<file path="src/seprl_defines.svh">
`ifndef SEPRL_DEFINES_SVH
`define SEPRL_DEFINES_SVH
// register byte offsets
`define SEPRL_REG_CTRL 8'h00
`define SEPRL_REG_START 8'h04
`define SEPRL_REG_COUNT 8'h08
`define SEPRL_REG_PGMTIME 8'h0c
`define SEPRL_REG_STATUS 8'h10
`define SEPRL_REG_POINTER 8'h14
`define SEPRL_REG_BAUDDIV 8'h18
`define SEPRL_REG_LASTDATA 8'h1c
// ctrl fields
`define SEPRL_CTRL_GO 0
`define SEPRL_CTRL_ODSEL 1
// status fields
`define SEPRL_ST_BOOT 0
`define SEPRL_ST_BUSY 1
`define SEPRL_ST_DONE 2
`define SEPRL_ST_OVR 3
// reset values, loader entry address and ready character
`define SEPRL_START_RST 16'hd000
`define SEPRL_COUNT_RST 16'h3000
`define SEPRL_ENTRY_ADDR 16'hbf00
`define SEPRL_READY_CHAR 8'hff
// timing: default program pulse 2 ms at 10 MHz
`define SEPRL_CLK_HZ 10000000
`define SEPRL_PGM_US 2000
`define SEPRL_PGM_CYC ((`SEPRL_PGM_US * (`SEPRL_CLK_HZ / 1000000)))
`define SEPRL_BAUD_RST 16'h0516
`endif

</file>
<file path="src/seprl_pkg.sv">
package seprl_pkg;
  typedef enum logic [2:0] {
    SP_IDLE, SP_READY, SP_WAIT, SP_PROG, SP_READ, SP_ECHO
  } seprl_state_t;
endpackage

</file>
<file path="src/seprl_fifo.sv">
`timescale 1ns/10ps
module seprl_fifo #(
  parameter int WIDTH = 8,
  parameter int DEPTH = 16
) (
  // clock and reset
  input wire logic clk,
  input wire logic rstN,
  // fill side
  input wire logic inValid,
  output logic inReady,
  input wire logic [WIDTH-1:0] inData,
  // drain side
  output logic outValid,
  input wire logic outReady,
  output logic [WIDTH-1:0] outData
);
  localparam int AW = $clog2(DEPTH);
  initial begin
    if (DEPTH < 2 || (1 << AW) != DEPTH) $error("depth must be a power of two");
  end
  logic [WIDTH-1:0] mem [DEPTH];
  logic [AW:0] wrPtr_q;
  logic [AW:0] rdPtr_q;
  wire doWrite = inValid && inReady;
  wire doRead = outValid && outReady;
  assign inReady = (wrPtr_q - rdPtr_q) != (AW+1)'(DEPTH);
  assign outValid = wrPtr_q != rdPtr_q;
  assign outData = mem[rdPtr_q[AW-1:0]];
  always_ff @(posedge clk) begin
    if (doWrite) mem[wrPtr_q[AW-1:0]] <= inData;
  end
  always_ff @(posedge clk or negedge rstN) begin
    if (!rstN) begin
      wrPtr_q <= '0;
      rdPtr_q <= '0;
    end else begin
      if (doWrite) wrPtr_q <= wrPtr_q + 1'b1;
      if (doRead) rdPtr_q <= rdPtr_q + 1'b1;
    end
  end
endmodule

</file>
<file path="src/seprl_loader.sv">
// Register access over Wishbone and the register offsets were chosen for this implementation.
`timescale 1ns/10ps
`include "seprl_defines.svh"
// Functional notes
// - first byte after ready char goes to start address, then following addresses
// - byte count, start address and pulse time are software-adjustable with defaults
// - device opens exchange by sending all-ones ready character
// - each byte is programmed, held for pulse time, read back and echoed
// - bytes arriving during programming are held until the next pass
// - wait loop never ends by itself; host resets after last verify
// - pointer and parameters are loaded with defaults before the routine starts
// - mode inputs sampled only during reset; both low select bootstrap
// - open-drain select set at init; transmit pin only pulls low
// - all other serial port pins stay high-impedance inputs
module seprl_loader import seprl_pkg::*; #(
  parameter int PGM_CYCLES = `SEPRL_PGM_CYC,
  parameter int FIFO_DEPTH = 16
) (
  // clock and reset
  input wire logic core_clk,
  input wire logic rst_n,
  // wishbone slave
  input wire logic wbCyc,
  input wire logic wbStb,
  input wire logic wbWe,
  input wire logic [7:0] wbAdr,
  input wire logic [3:0] wbSel,
  input wire logic [31:0] wbDatW,
  output logic [31:0] wbDatR,
  output logic wbAck,
  // mode pins
  input wire logic modeSelectA,
  input wire logic modeSelectB,
  // serial port pins
  input wire logic serialReceivePin,
  output logic serialTransmitOut,
  output logic serialTransmitOe,
  output logic [5:0] portOtherOe,
  // memory write/read port
  output logic [15:0] memAddr,
  output logic [7:0] memWrData,
  output logic memPgm,
  output logic memRd,
  input wire logic [7:0] memRdData
);
  initial begin
    if (PGM_CYCLES < 1) $error("pulse time must be at least one cycle");
  end
  // reset release
  logic rstSync1_q, rstSync2_q;
  always_ff @(posedge core_clk or negedge rst_n) begin
    if (!rst_n) begin
      rstSync1_q <= 1'b0;
      rstSync2_q <= 1'b0;
    end else begin
      rstSync1_q <= 1'b1;
      rstSync2_q <= rstSync1_q;
    end
  end
  wire rstN = rstSync2_q;
  // mode pin synchronisers and latch while reset held
  logic modeA1_q, modeA2_q, modeB1_q, modeB2_q, bootMode_q;
  always_ff @(posedge core_clk) begin
    modeA1_q <= modeSelectA;
    modeA2_q <= modeA1_q;
    modeB1_q <= modeSelectB;
    modeB2_q <= modeB1_q;
  end
  always_ff @(posedge core_clk) begin
    if (!rstN) bootMode_q <= !modeA2_q && !modeB2_q;
  end
  // receive pin synchroniser
  logic rx1_q, rx2_q;
  always_ff @(posedge core_clk or negedge rstN) begin
    if (!rstN) begin
      rx1_q <= 1'b1;
      rx2_q <= 1'b1;
    end else begin
      rx1_q <= serialReceivePin;
      rx2_q <= rx1_q;
    end
  end
  // software registers
  logic goCtl_q, odSel_q, overrun_q;
  logic [15:0] startAddr_q, count_q, baudDiv_q, ptr_q;
  logic [31:0] pgmTime_q;
  logic [7:0] lastEcho_q;
  seprl_state_t state_q;
  wire wbReq = wbCyc && wbStb && !wbAck;
  wire wbWr = wbReq && wbWe && wbSel[0];
  wire selCtrl = wbAdr == `SEPRL_REG_CTRL;
  wire selStart = wbAdr == `SEPRL_REG_START;
  wire selCount = wbAdr == `SEPRL_REG_COUNT;
  wire selPgm = wbAdr == `SEPRL_REG_PGMTIME;
  wire selBaud = wbAdr == `SEPRL_REG_BAUDDIV;
  wire busy = state_q != SP_IDLE;
  wire [31:0] statusWord = {28'h0, overrun_q, ptr_q - startAddr_q == count_q && busy,
    busy, bootMode_q};
  logic [31:0] rdMux;
  always_comb begin
    case (wbAdr)
      `SEPRL_REG_CTRL: rdMux = {30'h0, odSel_q, goCtl_q};
      `SEPRL_REG_START: rdMux = {16'h0, startAddr_q};
      `SEPRL_REG_COUNT: rdMux = {16'h0, count_q};
      `SEPRL_REG_PGMTIME: rdMux = pgmTime_q;
      `SEPRL_REG_STATUS: rdMux = statusWord;
      `SEPRL_REG_POINTER: rdMux = {16'h0, ptr_q};
      `SEPRL_REG_BAUDDIV: rdMux = {16'h0, baudDiv_q};
      `SEPRL_REG_LASTDATA: rdMux = {24'h0, lastEcho_q};
      default: rdMux = 32'h0;
    endcase
  end
  always_ff @(posedge core_clk or negedge rstN) begin
    if (!rstN) begin
      wbAck <= 1'b0;
      wbDatR <= 32'h0;
    end else begin
      wbAck <= wbReq;
      wbDatR <= wbReq ? rdMux : 32'h0;
    end
  end
  always_ff @(posedge core_clk or negedge rstN) begin
    if (!rstN) begin
      goCtl_q <= 1'b0;
      odSel_q <= 1'b1;
      startAddr_q <= `SEPRL_START_RST;
      count_q <= `SEPRL_COUNT_RST;
      pgmTime_q <= 32'(PGM_CYCLES);
      baudDiv_q <= `SEPRL_BAUD_RST;
    end else if (wbWr && !busy) begin
      if (selCtrl) begin
        goCtl_q <= wbDatW[`SEPRL_CTRL_GO];
        odSel_q <= wbDatW[`SEPRL_CTRL_ODSEL];
      end
      if (selStart) startAddr_q <= wbDatW[15:0];
      if (selCount) count_q <= wbDatW[15:0];
      if (selPgm && wbDatW != 32'h0) pgmTime_q <= wbDatW;
      if (selBaud && wbDatW[15:0] != 16'h0) baudDiv_q <= wbDatW[15:0];
    end
  end
  // receiver: 8N1, baud counter in core cycles per bit
  logic [15:0] rxCnt_q;
  logic [3:0] rxBit_q;
  logic [7:0] rxShift_q;
  logic rxBusy_q, rxStrobe_q;
  wire [15:0] halfBit = {1'b0, baudDiv_q[15:1]};
  always_ff @(posedge core_clk or negedge rstN) begin
    if (!rstN) begin
      rxBusy_q <= 1'b0;
      rxCnt_q <= 16'h0;
      rxBit_q <= 4'h0;
      rxShift_q <= 8'h0;
      rxStrobe_q <= 1'b0;
    end else begin
      rxStrobe_q <= 1'b0;
      if (!rxBusy_q) begin
        if (!rx2_q && busy) begin
          rxBusy_q <= 1'b1;
          rxCnt_q <= halfBit;
          rxBit_q <= 4'h0;
        end
      end else if (rxCnt_q != 16'h0) begin
        rxCnt_q <= rxCnt_q - 16'h1;
      end else begin
        rxCnt_q <= baudDiv_q - 16'h1;
        rxBit_q <= rxBit_q + 4'h1;
        if (rxBit_q == 4'h0 && rx2_q) rxBusy_q <= 1'b0;
        if (rxBit_q >= 4'h1 && rxBit_q <= 4'h8) rxShift_q <= {rx2_q, rxShift_q[7:1]};
        if (rxBit_q == 4'h9) begin
          rxBusy_q <= 1'b0;
          rxStrobe_q <= rx2_q;
        end
      end
    end
  end
  // receive fifo holds bytes arriving while programming
  logic fifoValid, fifoInReady, fifoPop;
  logic [7:0] fifoData;
  seprl_fifo #(.WIDTH(8), .DEPTH(FIFO_DEPTH)) rxFifo (
    .clk(core_clk),
    .rstN(rstN),
    .inValid(rxStrobe_q),
    .inReady(fifoInReady),
    .inData(rxShift_q),
    .outValid(fifoValid),
    .outReady(fifoPop),
    .outData(fifoData)
  );
  always_ff @(posedge core_clk or negedge rstN) begin
    if (!rstN) overrun_q <= 1'b0;
    else if (rxStrobe_q && !fifoInReady) overrun_q <= 1'b1;
  end
  // transmitter
  logic [9:0] txShift_q;
  logic [3:0] txBit_q;
  logic [15:0] txCnt_q;
  logic txBusy_q, txLoad;
  logic [7:0] txByte;
  always_ff @(posedge core_clk or negedge rstN) begin
    if (!rstN) begin
      txBusy_q <= 1'b0;
      txShift_q <= 10'h3ff;
      txBit_q <= 4'h0;
      txCnt_q <= 16'h0;
    end else if (txLoad) begin
      txBusy_q <= 1'b1;
      txShift_q <= {1'b1, txByte, 1'b0};
      txBit_q <= 4'h0;
      txCnt_q <= baudDiv_q - 16'h1;
    end else if (txBusy_q) begin
      if (txCnt_q != 16'h0) begin
        txCnt_q <= txCnt_q - 16'h1;
      end else begin
        txCnt_q <= baudDiv_q - 16'h1;
        txShift_q <= {1'b1, txShift_q[9:1]};
        txBit_q <= txBit_q + 4'h1;
        if (txBit_q == 4'h9) txBusy_q <= 1'b0;
      end
    end
  end
  // pin drive: open-drain drives only low
  always_ff @(posedge core_clk or negedge rstN) begin
    if (!rstN) begin
      serialTransmitOut <= 1'b1;
      serialTransmitOe <= 1'b0;
      portOtherOe <= 6'h0;
    end else begin
      serialTransmitOut <= txShift_q[0];
      serialTransmitOe <= odSel_q ? !txShift_q[0] : busy;
      portOtherOe <= 6'h0;
    end
  end
  // programming sequencer
  logic [31:0] tmr_q;
  seprl_state_t stateD;
  always_ff @(posedge core_clk or negedge rstN) begin
    if (!rstN) begin
      state_q <= SP_IDLE;
      ptr_q <= `SEPRL_START_RST;
      tmr_q <= 32'h0;
      lastEcho_q <= 8'h0;
      memAddr <= 16'h0;
      memWrData <= 8'h0;
      memPgm <= 1'b0;
      memRd <= 1'b0;
    end else begin
      state_q <= stateD;
      memPgm <= stateD == SP_PROG;
      memRd <= stateD == SP_READ;
      if (state_q == SP_IDLE) ptr_q <= startAddr_q;
      if (state_q == SP_WAIT && fifoValid) begin
        memAddr <= ptr_q;
        memWrData <= fifoData;
        tmr_q <= pgmTime_q - 32'h1;
      end
      if (state_q == SP_PROG) tmr_q <= tmr_q - 32'h1;
      if (state_q == SP_READ) lastEcho_q <= memRdData;
      if (state_q == SP_ECHO && !txBusy_q) ptr_q <= ptr_q + 16'h1;
    end
  end
  assign fifoPop = state_q == SP_WAIT && fifoValid;
  assign txLoad = (state_q == SP_READY || state_q == SP_ECHO) && !txBusy_q;
  assign txByte = state_q == SP_READY ? `SEPRL_READY_CHAR : lastEcho_q;
  always_comb begin
    case (state_q)
      SP_IDLE: stateD = (goCtl_q && bootMode_q) ? SP_READY : SP_IDLE;
      SP_READY: stateD = txBusy_q ? SP_READY : SP_WAIT;
      SP_WAIT: stateD = fifoValid ? SP_PROG : SP_WAIT;
      SP_PROG: stateD = tmr_q == 32'h0 ? SP_READ : SP_PROG;
      SP_READ: stateD = SP_ECHO;
      SP_ECHO: stateD = txBusy_q ? SP_ECHO : SP_WAIT;
      default: stateD = SP_IDLE;
    endcase
  end
  // checks
  // helper: length of the running program strobe
  logic [31:0] pgmRun_q;
  always_ff @(posedge core_clk or negedge rstN) begin
    if (!rstN) pgmRun_q <= 32'h0;
    else if (memPgm) pgmRun_q <= pgmRun_q + 32'h1;
    else pgmRun_q <= 32'h0;
  end
endmodule

</file>
<file path="config.mk">
export PLATFORM = sky130hd
export DESIGN_NAME = seprl_loader
export DESIGN_NICKNAME = d
export VERILOG_FILES = /design/src/seprl_pkg.sv /design/src/seprl_fifo.sv /design/src/seprl_loader.sv
export VERILOG_INCLUDE_DIRS = /design/src
export SDC_FILE = /design/constraint.sdc
export NUM_CORES = 1
export LEC_CHECK = 0
export BUFFER_PORTS_ARGS = -buffer_cell sky130_fd_sc_hd__buf_2
export CAP_MARGIN = 20
export CORE_MARGIN = 2
export CORE_UTILIZATION = 35
export CTS_CLUSTER_SIZE = 20
export DETAILED_ROUTE_END_ITERATION = 8
export SYNTH_ARGS = -nofsm -noshare
export SYNTH_HDL_FRONTEND = slang
export SYNTH_SLANG_ARGS = --single-unit
</file>
<file path="constraint.sdc">
create_clock -name core_clk -period 13.95 [get_ports core_clk]
set_input_delay 2.79 -clock core_clk [delete_from_list [all_inputs] [get_ports core_clk]]
set_output_delay 2.79 -clock core_clk [all_outputs]
set_load 0.03 [all_outputs]
</file>
==> qor.yml, run 1 <==
run_status:
  status: "complete, no violations"
cells_and_area:
  fillCellCount: 5484
  instances_no_fill: 2708
  drive_gt1_frac: 0.208
  nets: 2002
  design_area_sq_mm: 0.0234
  syn_to_final_growth_pct: 15.2
setup_path:
  r2r.worst_path.cells: 12
  rr_startpoint: "state_q[2]$_DFF_PN0_"
  crit_chain: "buf_2 -> or4_1 -> nor2_1 -> and4b_1 -> nand3_1 -> mux2_2"
  setup.worst_path.end_class: "register"
  r2r_slack_ns: 9.56
  r2r-end: "tmr_q[28]$_DFFE_PN0P_"
  required_ns: 14.39
  crit_fanout: 17
  arrival_ns: 5.82
  startpoint_type: "input port"
  cpPeakStageDelay_ns: 0.84
  worst_path_max_delay_cell: "nand3_1"
  critPathKind: "input port to register"
logic_synthesis:
  syn_area_per_cell_sq_um: 11.2
  synth_common_cells: "dfrtp_1, nand2_1, edfxtp_1"
  synth-edff-count: 129
  synth_most_common_cell: "dfrtp_1"
  ys_async_sr_fraction: 0.676
  ys.flop_type: "dfrtp_1"
  yosysTopAreaCellShare: 0.303
  synth_top_cell_by_area: "dfrtp_1"
  synth_seq_cells: 410
  seq_area_frac_synth: 0.537
  synth_cell_type_count: 91
  ys_top_cells_by_area: "dfrtp_1, edfxtp_1, mux2_2"
  syn_area_sq_mm: 0.0203
  synthCells: 1814
  yosys_warnings: 0
detailed_routing:
  vias: 14900
  wl_um: 54800
  wl_per_cell_um: 20.2
  drc: 0
  first_pass_iters: 9
  drtIter0Drc: 1231
  ant_nets: 0
  viasPerCell: 5.52
timing:
  setup_tns_ns: 0
  rsz0062_at_grt: "no"
  slew_violations: 0
  clock_skew_ns: 0.0677
  max_clock_freq_mhz: 186
  worst_slack_ns: 8.57
  worst_hold_slack_ns: 0.286
  finalCriticalPeriod_ns: 5.38
  hold_viol: 0
  min_period_over_period: 0.385
  tightest_slew_ns: 1.04
  setup_viol: 0
  slew_headroom: 0.305
place:
  dpl_cell_area_sq_mm: 0.0217
  dp.final_hpwl_um: 38300
  place_inst: 2620
  portBuffers: 117
  dp_slack_ns: 7.99
  routabilityCongestion: 0.882
pwr:
  power_density_mw_per_mm2: 146
  p_leak_nw: 9.97
  peakVddDrop_v: 0.0000912
clock_network:
  cts_sinks: 410
  cts.path.max_buffers: 3
  h-tree-depth: 2
  cts_tree: "done"
  numCtsBuffers: 47
  insertion_delay_ns: 0.62
  hold_buffers: 0
  cts_root_buffer: "clkbuf_16"
  clkTransAtPathRegs_ns: 0.07
  ctsResizeCount: 0
  cts_setup_buffers: 0
die:
  floorplan.initialDensity: 0.353
  fp-row-count: 88
  io_pins: 127
  die-area_sq_mm: 0.0601
  design.core.area_sq_mm: 0.0576
  chipWidth_um: 245
  die-height_um: 245
global_routing:
  antenna_found_initial: 1
  grt_max_degree: 173
  overflow: 0
  grt_pass1_vias: 14800
  grt_pass1_wl_um: 85800
  grt_use_total: 0.182
job:
  drv_cap: 0
min_path:
  min_path_type: "register to asynchronous set/reset pin"
[flip-flops by register name (all words and copies together) (netlist names), 3 cells and up]
register / cells
state_q: 3
lastEcho_q: 8
startAddr_q: 16
rxFifo.rdPtr_q: 5
txBit_q: 4
rxFifo.wrPtr_q: 5
rxFifo.mem: 128
rxShift_q: 8
tmr_q: 32
rxCnt_q: 16
txCnt_q: 16
memAddr: 16
rxBit_q: 4
count_q: 16
ptr_q: 16
txShift_q: 9
baudDiv_q: 16
pgmTime_q: 32
wbDatR: 32
memWrData: 8
[logic make-up (layout without fill, tap and decap cells)]
family                     after synthesis  count (layout)  share of synthesized area
buffers and inverters                  157             280                     0.0315
AOI/OAI and AO/OA                      418             418                      0.132
adders and majority gates               38              38                     0.0237
and+or+nand+nor                        561             561                      0.136
other                                    2               8                   0.000369
xor gates and xnor gates                57              57                     0.0245
muxes                                  171             171                      0.115
DFF                                    410             410                      0.537
[how the worst max path moves through the flow]
stage | start | slack (ns) | cells after the start | end
after floorplan | rstN$_DFF_PN0_ | 5.69 | 0 | baudDiv_q[0]$_DFFE_PN0P_
after global placement | wbAdr[0] | 8.07 | 6 | baudDiv_q[15]$_DFFE_PN0P_
after detailed placement | wbAdr[0] | 7.99 | 6 | baudDiv_q[13]$_DFFE_PN0P_
after CTS | wbAdr[0] | 8.59 | 6 | baudDiv_q[0]$_DFFE_PN0P_
after global routing | wbAdr[0] | 8.45 | 6 | baudDiv_q[0]$_DFFE_PN0P_
final | wbAdr[0] | 8.57 | 6 | baudDiv_q[0]$_DFFE_PN0P_
[routing by layer]
metal	track usage	vias to the layer above	part of all wire
met5	0	-	0
met4	0.0572	0	0.027
met3	0.0348	96	0.055
met2	0.299	371	0.48
met1	0.243	7557	0.43
li1	-	6917	-
[per-stage QoR]
stage,util,power (W)
after floorplan,-,0.00189
after global placement,0.376,0.00203
after detailed placement,0.376,0.00205
after CTS,0.407,0.00344
after global routing,0.407,0.00358
final,0.407,0.00342
[area by class of cell]
class / count / area (sq um) / share of cell area
Timing Repair Buffer: 137 / 752 / 0.0321
Multi-Input combinational cell: 1252 / 8820 / 0.376
Clock buffer: 55 / 1240 / 0.0527
Antenna cell: 1 / 2.50 / 0.000107
Sequential cell: 410 / 10900 / 0.466
Inverter: 56 / 210 / 0.00897
Clock inverter: 32 / 527 / 0.0225
Tap cell: 765 / 957 / 0.0408
[critical path, delay by kind of cell]
family        cells  cell delay, ns
simple gates      4            2.38
mux               1            0.54
buf+inv           1            0.09
[report_power, final]
group	total (W)	leakage, nW	internal [W]	switching [W]
Sequential	0.00146	4.67	0.00133	0.000125
Combinational	0.000579	4.45	0.000231	0.000348
Clock	0.00139	0.853	0.000848	0.000539
Total	0.00342	9.97	0.00241	0.00101
[placed cells by master, fill, tap and decap left out, types with 16 or more instances in the layout]
| master | Yosys | final |
|---|---|---|
| dfrtp_1 | 246 | 243 |
| nand2_1 | 184 | 184 |
| edfxtp_1 | 129 | 129 |
| nor2_1 | 122 | 122 |
| o21ai_0 | 122 | 122 |
| buf_2 | 9 | 117 |
| a21oi_1 | 114 | 114 |
| mux2_2 | 84 | 84 |
| inv_1 | 54 | 54 |
| nor3_1 | 48 | 47 |
| clkbuf_16 | 0 | 47 |
| mux2i_1 | 45 | 45 |
| xnor2_1 | 43 | 43 |
| and2_1 | 40 | 40 |
| mux4_2 | 40 | 40 |
| nand3_1 | 39 | 39 |
| ha_1 | 37 | 37 |
| dfstp_2 | 31 | 31 |
| nor4_1 | 24 | 24 |
| a211oi_1 | 21 | 21 |
| a22oi_1 | 18 | 18 |
| and3_1 | 18 | 18 |
| buf_4 | 9 | 18 |
| nand4_1 | 16 | 16 |
Note: power is estimated with default switching activity, not from simulation.
==> run 2: changes to the inputs <==
clock period = 5.5 ns   (was 13.95 ns; I/O delays follow)
==> run 2 against run 1 <==
  * Worst hold slack improved by 0.0068 ns
  * Wire length rose by 1.8%
  * Combinational power rose to 2.5 times the previous value
  * Core utilization fell by 0.059 points
  * Sequential share of layout area rose by 0.062 points
  * Critical endpoint is now tmr_q[28]$_DFFE_PN0P_
  * Clock power rose by 150%
==> qor.yml, run 2 (synthesis results as in run 1) <==
run_status:
  status: "complete, no violations"
setup_path:
  required_ns: 6.04
  rr_startpoint: "state_q[0]$_DFF_PN0_"
  r2r-end: "tmr_q[28]$_DFFE_PN0P_"
  arrival_ns: 4.51
  crit_fanout: 27
  crit_top_cell: "mux2i_1"
  startpoint_type: "register"
  crit_chain: "nand3b_4 -> mux2i_1 -> ha_1 -> inv_1 -> a211oi_2 -> and3_1 -> nor4b_4 -> nand2_4 -> a2111oi_4 -> mux2i_1 -> o31a_1"
  worst_path_max_delay_cell: "dfrtp_1"
  r2r_slack_ns: 1.53
  r2r.worst_path.cells: 11
  setup.worst_path.end_class: "register"
  critPathKind: "register to register"
  cpPeakStageDelay_ns: 0.81
pwr:
  power_density_mw_per_mm2: 367
  peakVddDrop_v: 0.000224
  p_leak_nw: 9.96
  power.total_w: 0.00859
timing:
  tightest_slew_ns: 1.06
  setup_tns_ns: 0
  min_period_over_period: 0.722
  worst_slack_ns: 1.53
  hold_viol: 0
  finalCriticalPeriod_ns: 3.97
  rsz0062_at_grt: "no"
  max_clock_freq_mhz: 252
  slew_headroom: 0.296
  clock_skew_ns: 0.0259
  setup_viol: 0
  slew_violations: 0
cells_and_area:
  drive_gt1_frac: 0.207
  most-common-layout-cells: "dfrtp_1, nand2_1, edfxtp_1"
  final_util: 0.406
  fillCellCount: 5408
  largest_register_ffs: 128
  syn_to_final_growth_pct: 15.0
  layout.area.seq_sq_mm: 0.0109
  nets: 2005
  instances_no_fill: 2713
  multi_input_area_sq_mm: 0.00882
  final_common_cell: "dfrtp_1"
clock_network:
  cts_root_buffer: "clkbuf_16"
  hold_buffers: 0
  h-tree-depth: 2
  cts_setup_buffers: 0
  cts_tree: "done"
  cts_sinks: 410
  numCtsBuffers: 47
  cts.path.max_buffers: 3
  insertion_delay_ns: 0.61
  ctsResizeCount: 0
  clkTransAtPathRegs_ns: 0.06
die:
  floorplan.initialDensity: 0.353
  fp-row-count: 88
  design.core.area_sq_mm: 0.0576
  die-area_sq_mm: 0.0601
  die-height_um: 245
  io_pins: 127
  chipWidth_um: 245
detailed_routing:
  drc: 0
  wl_um: 55800
  drtIter0Drc: 1193
  ant_nets: 0
  vias: 15000
  first_pass_iters: 7
  wl_per_cell_um: 20.6
  viasPerCell: 5.52
global_routing:
  grt_use_total: 0.185
  antenna_found_initial: 4
  overflow: 0
  grt_max_degree: 182
  grt_pass1_vias: 14600
  grt_pass1_wl_um: 87000
place:
  portBuffers: 117
  dp.final_hpwl_um: 38400
  routabilityCongestion: 0.886
  place_inst: 2622
  dp_slack_ns: 1.62
min_path:
  min_path_type: "input port to asynchronous set/reset pin"
job:
  drv_cap: 0
[run 2: cell type report]
cell class | count | area share
diodes | 2 | 0.000214
clock buffers | 58 | 0.0533
clock inverters | 30 | 0.0190
inverters | 56 | 0.00898
multi-input cells | 1252 | 0.377
flip-flops and latches | 410 | 0.467
well taps | 765 | 0.0409
repair buffers | 140 | 0.0337
[run 2: worst max-delay path by stage]
stage                    startpoint                       end  cells after the start
6_report       state_q[0]$_DFF_PN0_     tmr_q[28]$_DFFE_PN0P_                     11
5_1_grt        state_q[0]$_DFF_PN0_     tmr_q[28]$_DFFE_PN0P_                     11
4_1_cts        state_q[0]$_DFF_PN0_     tmr_q[28]$_DFFE_PN0P_                     11
3_5_place_dp   state_q[0]$_DFF_PN0_     tmr_q[28]$_DFFE_PN0P_                     11
3_3_place_gp               wbAdr[0]       wbDatR[2]$_DFF_PN0_                      9
2_1_floorplan        rstN$_DFF_PN0_  baudDiv_q[0]$_DFFE_PN0P_                      0
[run 2: critical path: cells and delay by family, from the launching register on]
kind,cells,cell delay [ns]
simple gates,4,1.44
flops,1,0.81
compound gates,3,0.81
mux,2,0.51
fa+ha+maj,1,0.23
buf+inv,1,0.08
[run 2: where the power goes]
part           leakage (nW)  switching, W  total (W)  internal, W
Combinational          4.47      0.000879    0.00146     0.000585
Clock                 0.819       0.00137    0.00343      0.00206
Sequential             4.67      0.000317    0.00370      0.00338
[run 2: routing by layer]
metal | up-vias | part of all wire | track usage | routed length (um)
met4 | 0 | 0.026 | 0.0597 | 1460
met2 | 437 | 0.48 | 0.300 | 26800
li1 | 6937 | - | - | -
met3 | 95 | 0.061 | 0.0367 | 3380
met1 | 7516 | 0.43 | 0.248 | 24200
met5 | - | 0 | 0 | 0
[run 2: metrics by stage]
stage / cell area, sq um / hold WS (ns)
6_report: 23400 / 0.293
5_1_grt: 23400 / 0.254
4_1_cts: 23400 / 0.251
3_5_place_dp: 21700 / 0.315
3_3_place_gp: 21700 / 0.315
2_1_floorplan: 20400 / 0.310
==> run 3: changes to the inputs <==
clock period = 3.8 ns   (was 5.5 ns; I/O delays follow)
==> run 3 against run 2 <==
  * Via count grew 1.5%
  * Core utilization about the same
  * First-iteration DRC count rose by 9.6%
  * Total power is 39% higher
  * Worst hold slack hardly changed
  * Non-clock buffer count grew 25
  * Sequential power rose by 45%
  * Count of clock-buffer cells in the layout up 6
  * Sequential share of layout area shrank 0.055 points
  * Clock skew shrank 0.0081 ns
  * Critical path type unchanged
  * Highest routed layer unchanged
==> qor.yml, run 3 (synthesis results as in run 1) <==
timing:
  worst_slack_ns: 0.538
  setup_viol: 0
  worst_hold_slack_ns: 0.292
  max_clock_freq_mhz: 307
  finalCriticalPeriod_ns: 3.26
  clock_skew_ns: 0.0178
  tightest_slew_ns: 0.976
  rsz0062_at_grt: "no"
  hold_viol: 0
  slew_headroom: 0.347
  setup_tns_ns: 0
  slew_violations: 0
  min_period_over_period: 0.858
die:
  design.core.area_sq_mm: 0.0576
  die-height_um: 245
  chipWidth_um: 245
  floorplan.initialDensity: 0.353
  die-area_sq_mm: 0.0601
  io_pins: 127
  fp-row-count: 88
place:
  dp.final_hpwl_um: 39200
  portBuffers: 117
  routabilityCongestion: 0.894
  dp_slack_ns: 0.397
pwr:
  peakVddDrop_v: 0.000347
  switching_share: 0.304
  seq_power_share: 0.447
  power_frac_comb: 0.179
  p_int_w: 0.00832
  p_leak_nw: 10.0
  power.share.clock: 0.374
  power.total_w: 0.0120
  switchingPower_w: 0.00363
  power_density_mw_per_mm2: 510
cells_and_area:
  syn_to_final_growth_pct: 15.2
  nets: 2030
  final_common_cell: "dfrtp_1"
  drive_gt1_frac: 0.217
  final_util: 0.407
  antennaDiodeCount: 0
  most-common-layout-cells: "dfrtp_1, nand2_1, edfxtp_1"
  largest_register_ffs: 128
setup_path:
  critPathKind: "register to register"
  setup.worst_path.end_class: "register"
  arrival_ns: 3.70
  crit_fanout: 8
  required_ns: 4.24
  startpoint_type: "register"
job:
  drv_cap: 0
min_path:
  min_path_type: "input port to register"
clock_network:
  insertion_delay_ns: 0.59
  cts_root_buffer: "clkbuf_16"
  numCtsBuffers: 47
  cts.path.max_buffers: 3
  cts_tree: "done"
  clkTransAtPathRegs_ns: 0.06
  cts_sinks: 410
  h-tree-depth: 2
  ctsResizeCount: 0
global_routing:
  grt_max_degree: 90
  grtUsageMet2: 0.294
  met3_usage: 0.0380
  grt_use_total: 0.184
  gr-usage-met1: 0.246
  antenna_found_initial: 1
  grt.busiest_layer: "met2"
  grt_pass1_wl_um: 86300
  overflow: 0
  grt_pass1_vias: 14700
detailed_routing:
  first_pass_iters: 5
  ant_nets: 0
  wl_per_cell_um: 20.3
  drc: 0
  wl_um: 55500
  vias: 15200
  drtIter0Drc: 1307
  viasPerCell: 5.56
run_status:
  status: "complete, no violations"
==> run 3: what timing repair did <==
action                                 4_1_cts  5_1_grt
hold buffers                                 1        0
endpoints found under the hold margin        2        0
setup endpoints to repair                    0        0
setup buffers                                0        0
==> run 3: final cells by class <==
type / instances / area (sq um)
Clock buffer: 64 / 1300
Clock inverter: 24 / 226
Fill cell: 5376 / 34200
Inverter: 56 / 210
Multi-Input combinational cell: 1252 / 8820
Sequential cell: 410 / 10900
Tap cell: 765 / 957
Timing Repair Buffer: 165 / 986
==> run 3: path summary, 6_finish.rpt <==
check / slack [ns] / to / from / depth (start not counted)
setup / recovery: 0.54 / tmr_q[22]$_DFFE_PN0P_ / state_q[0]$_DFF_PN0_ / 11
hold / removal: 0.29 / modeA1_q$_DFF_P_ / modeSelectA / 1
setup reg to reg: 0.54 / tmr_q[22]$_DFFE_PN0P_ / state_q[0]$_DFF_PN0_ / 11
hold reg to reg: 0.32 / modeB2_q$_DFF_P_ / modeB1_q$_DFF_P_ / 0
max in group asynchronous: 2.45 / serialTransmitOut$_DFF_PN1_ / rstN$_DFF_PN0_ / 1
min in group asynchronous: 0.36 / memAddr[1]$_DFFE_PN0P_ / rstN$_DFF_PN0_ / 0
==> run 3: stage by stage <==
| step | instance area [sq um] | std cells |
|---|---|---|
| 2_1_floorplan | 20400 | 1819 |
| 3_3_place_gp | 21900 | 2647 |
| 3_5_place_dp | 21900 | 2647 |
| 4_1_cts | 23400 | 2736 |
| 5_1_grt | 23400 | 2736 |
| 6_report | 23400 | 2736 |
==> run 3: worst max-delay path, cell delays in order, from the launching register on <==
cell,delay (ns)
dfrtp_1,0.61
nand3b_4,0.20
mux2i_1,0.22
ha_1,0.22
inv_1,0.08
a211oi_2,0.26
and3_1,0.32
nor4b_4,0.32
buf_4,0.22
nand2_1,0.13
o41ai_1,0.44
a21oi_1,0.08
==> run 3: layer usage <==
metal,share of wire,wire (um)
met5,0,0
met4,0.036,1990
met3,0.070,3910
met2,0.47,26000
met1,0.43,23600
==> run 3: power by group through the flow <==
stage / combinational [W] / clock [W] / sequential [W]
6_report: 0.00214 / 0.00447 / 0.00535
5_1_grt: 0.00242 / 0.00477 / 0.00540
4_1_cts: 0.00214 / 0.00459 / 0.00534
3_5_place_dp: 0.00213 / 0 / 0.00541
3_3_place_gp: 0.00207 / 0 / 0.00540
2_1_floorplan: 0.00162 / 0 / 0.00531
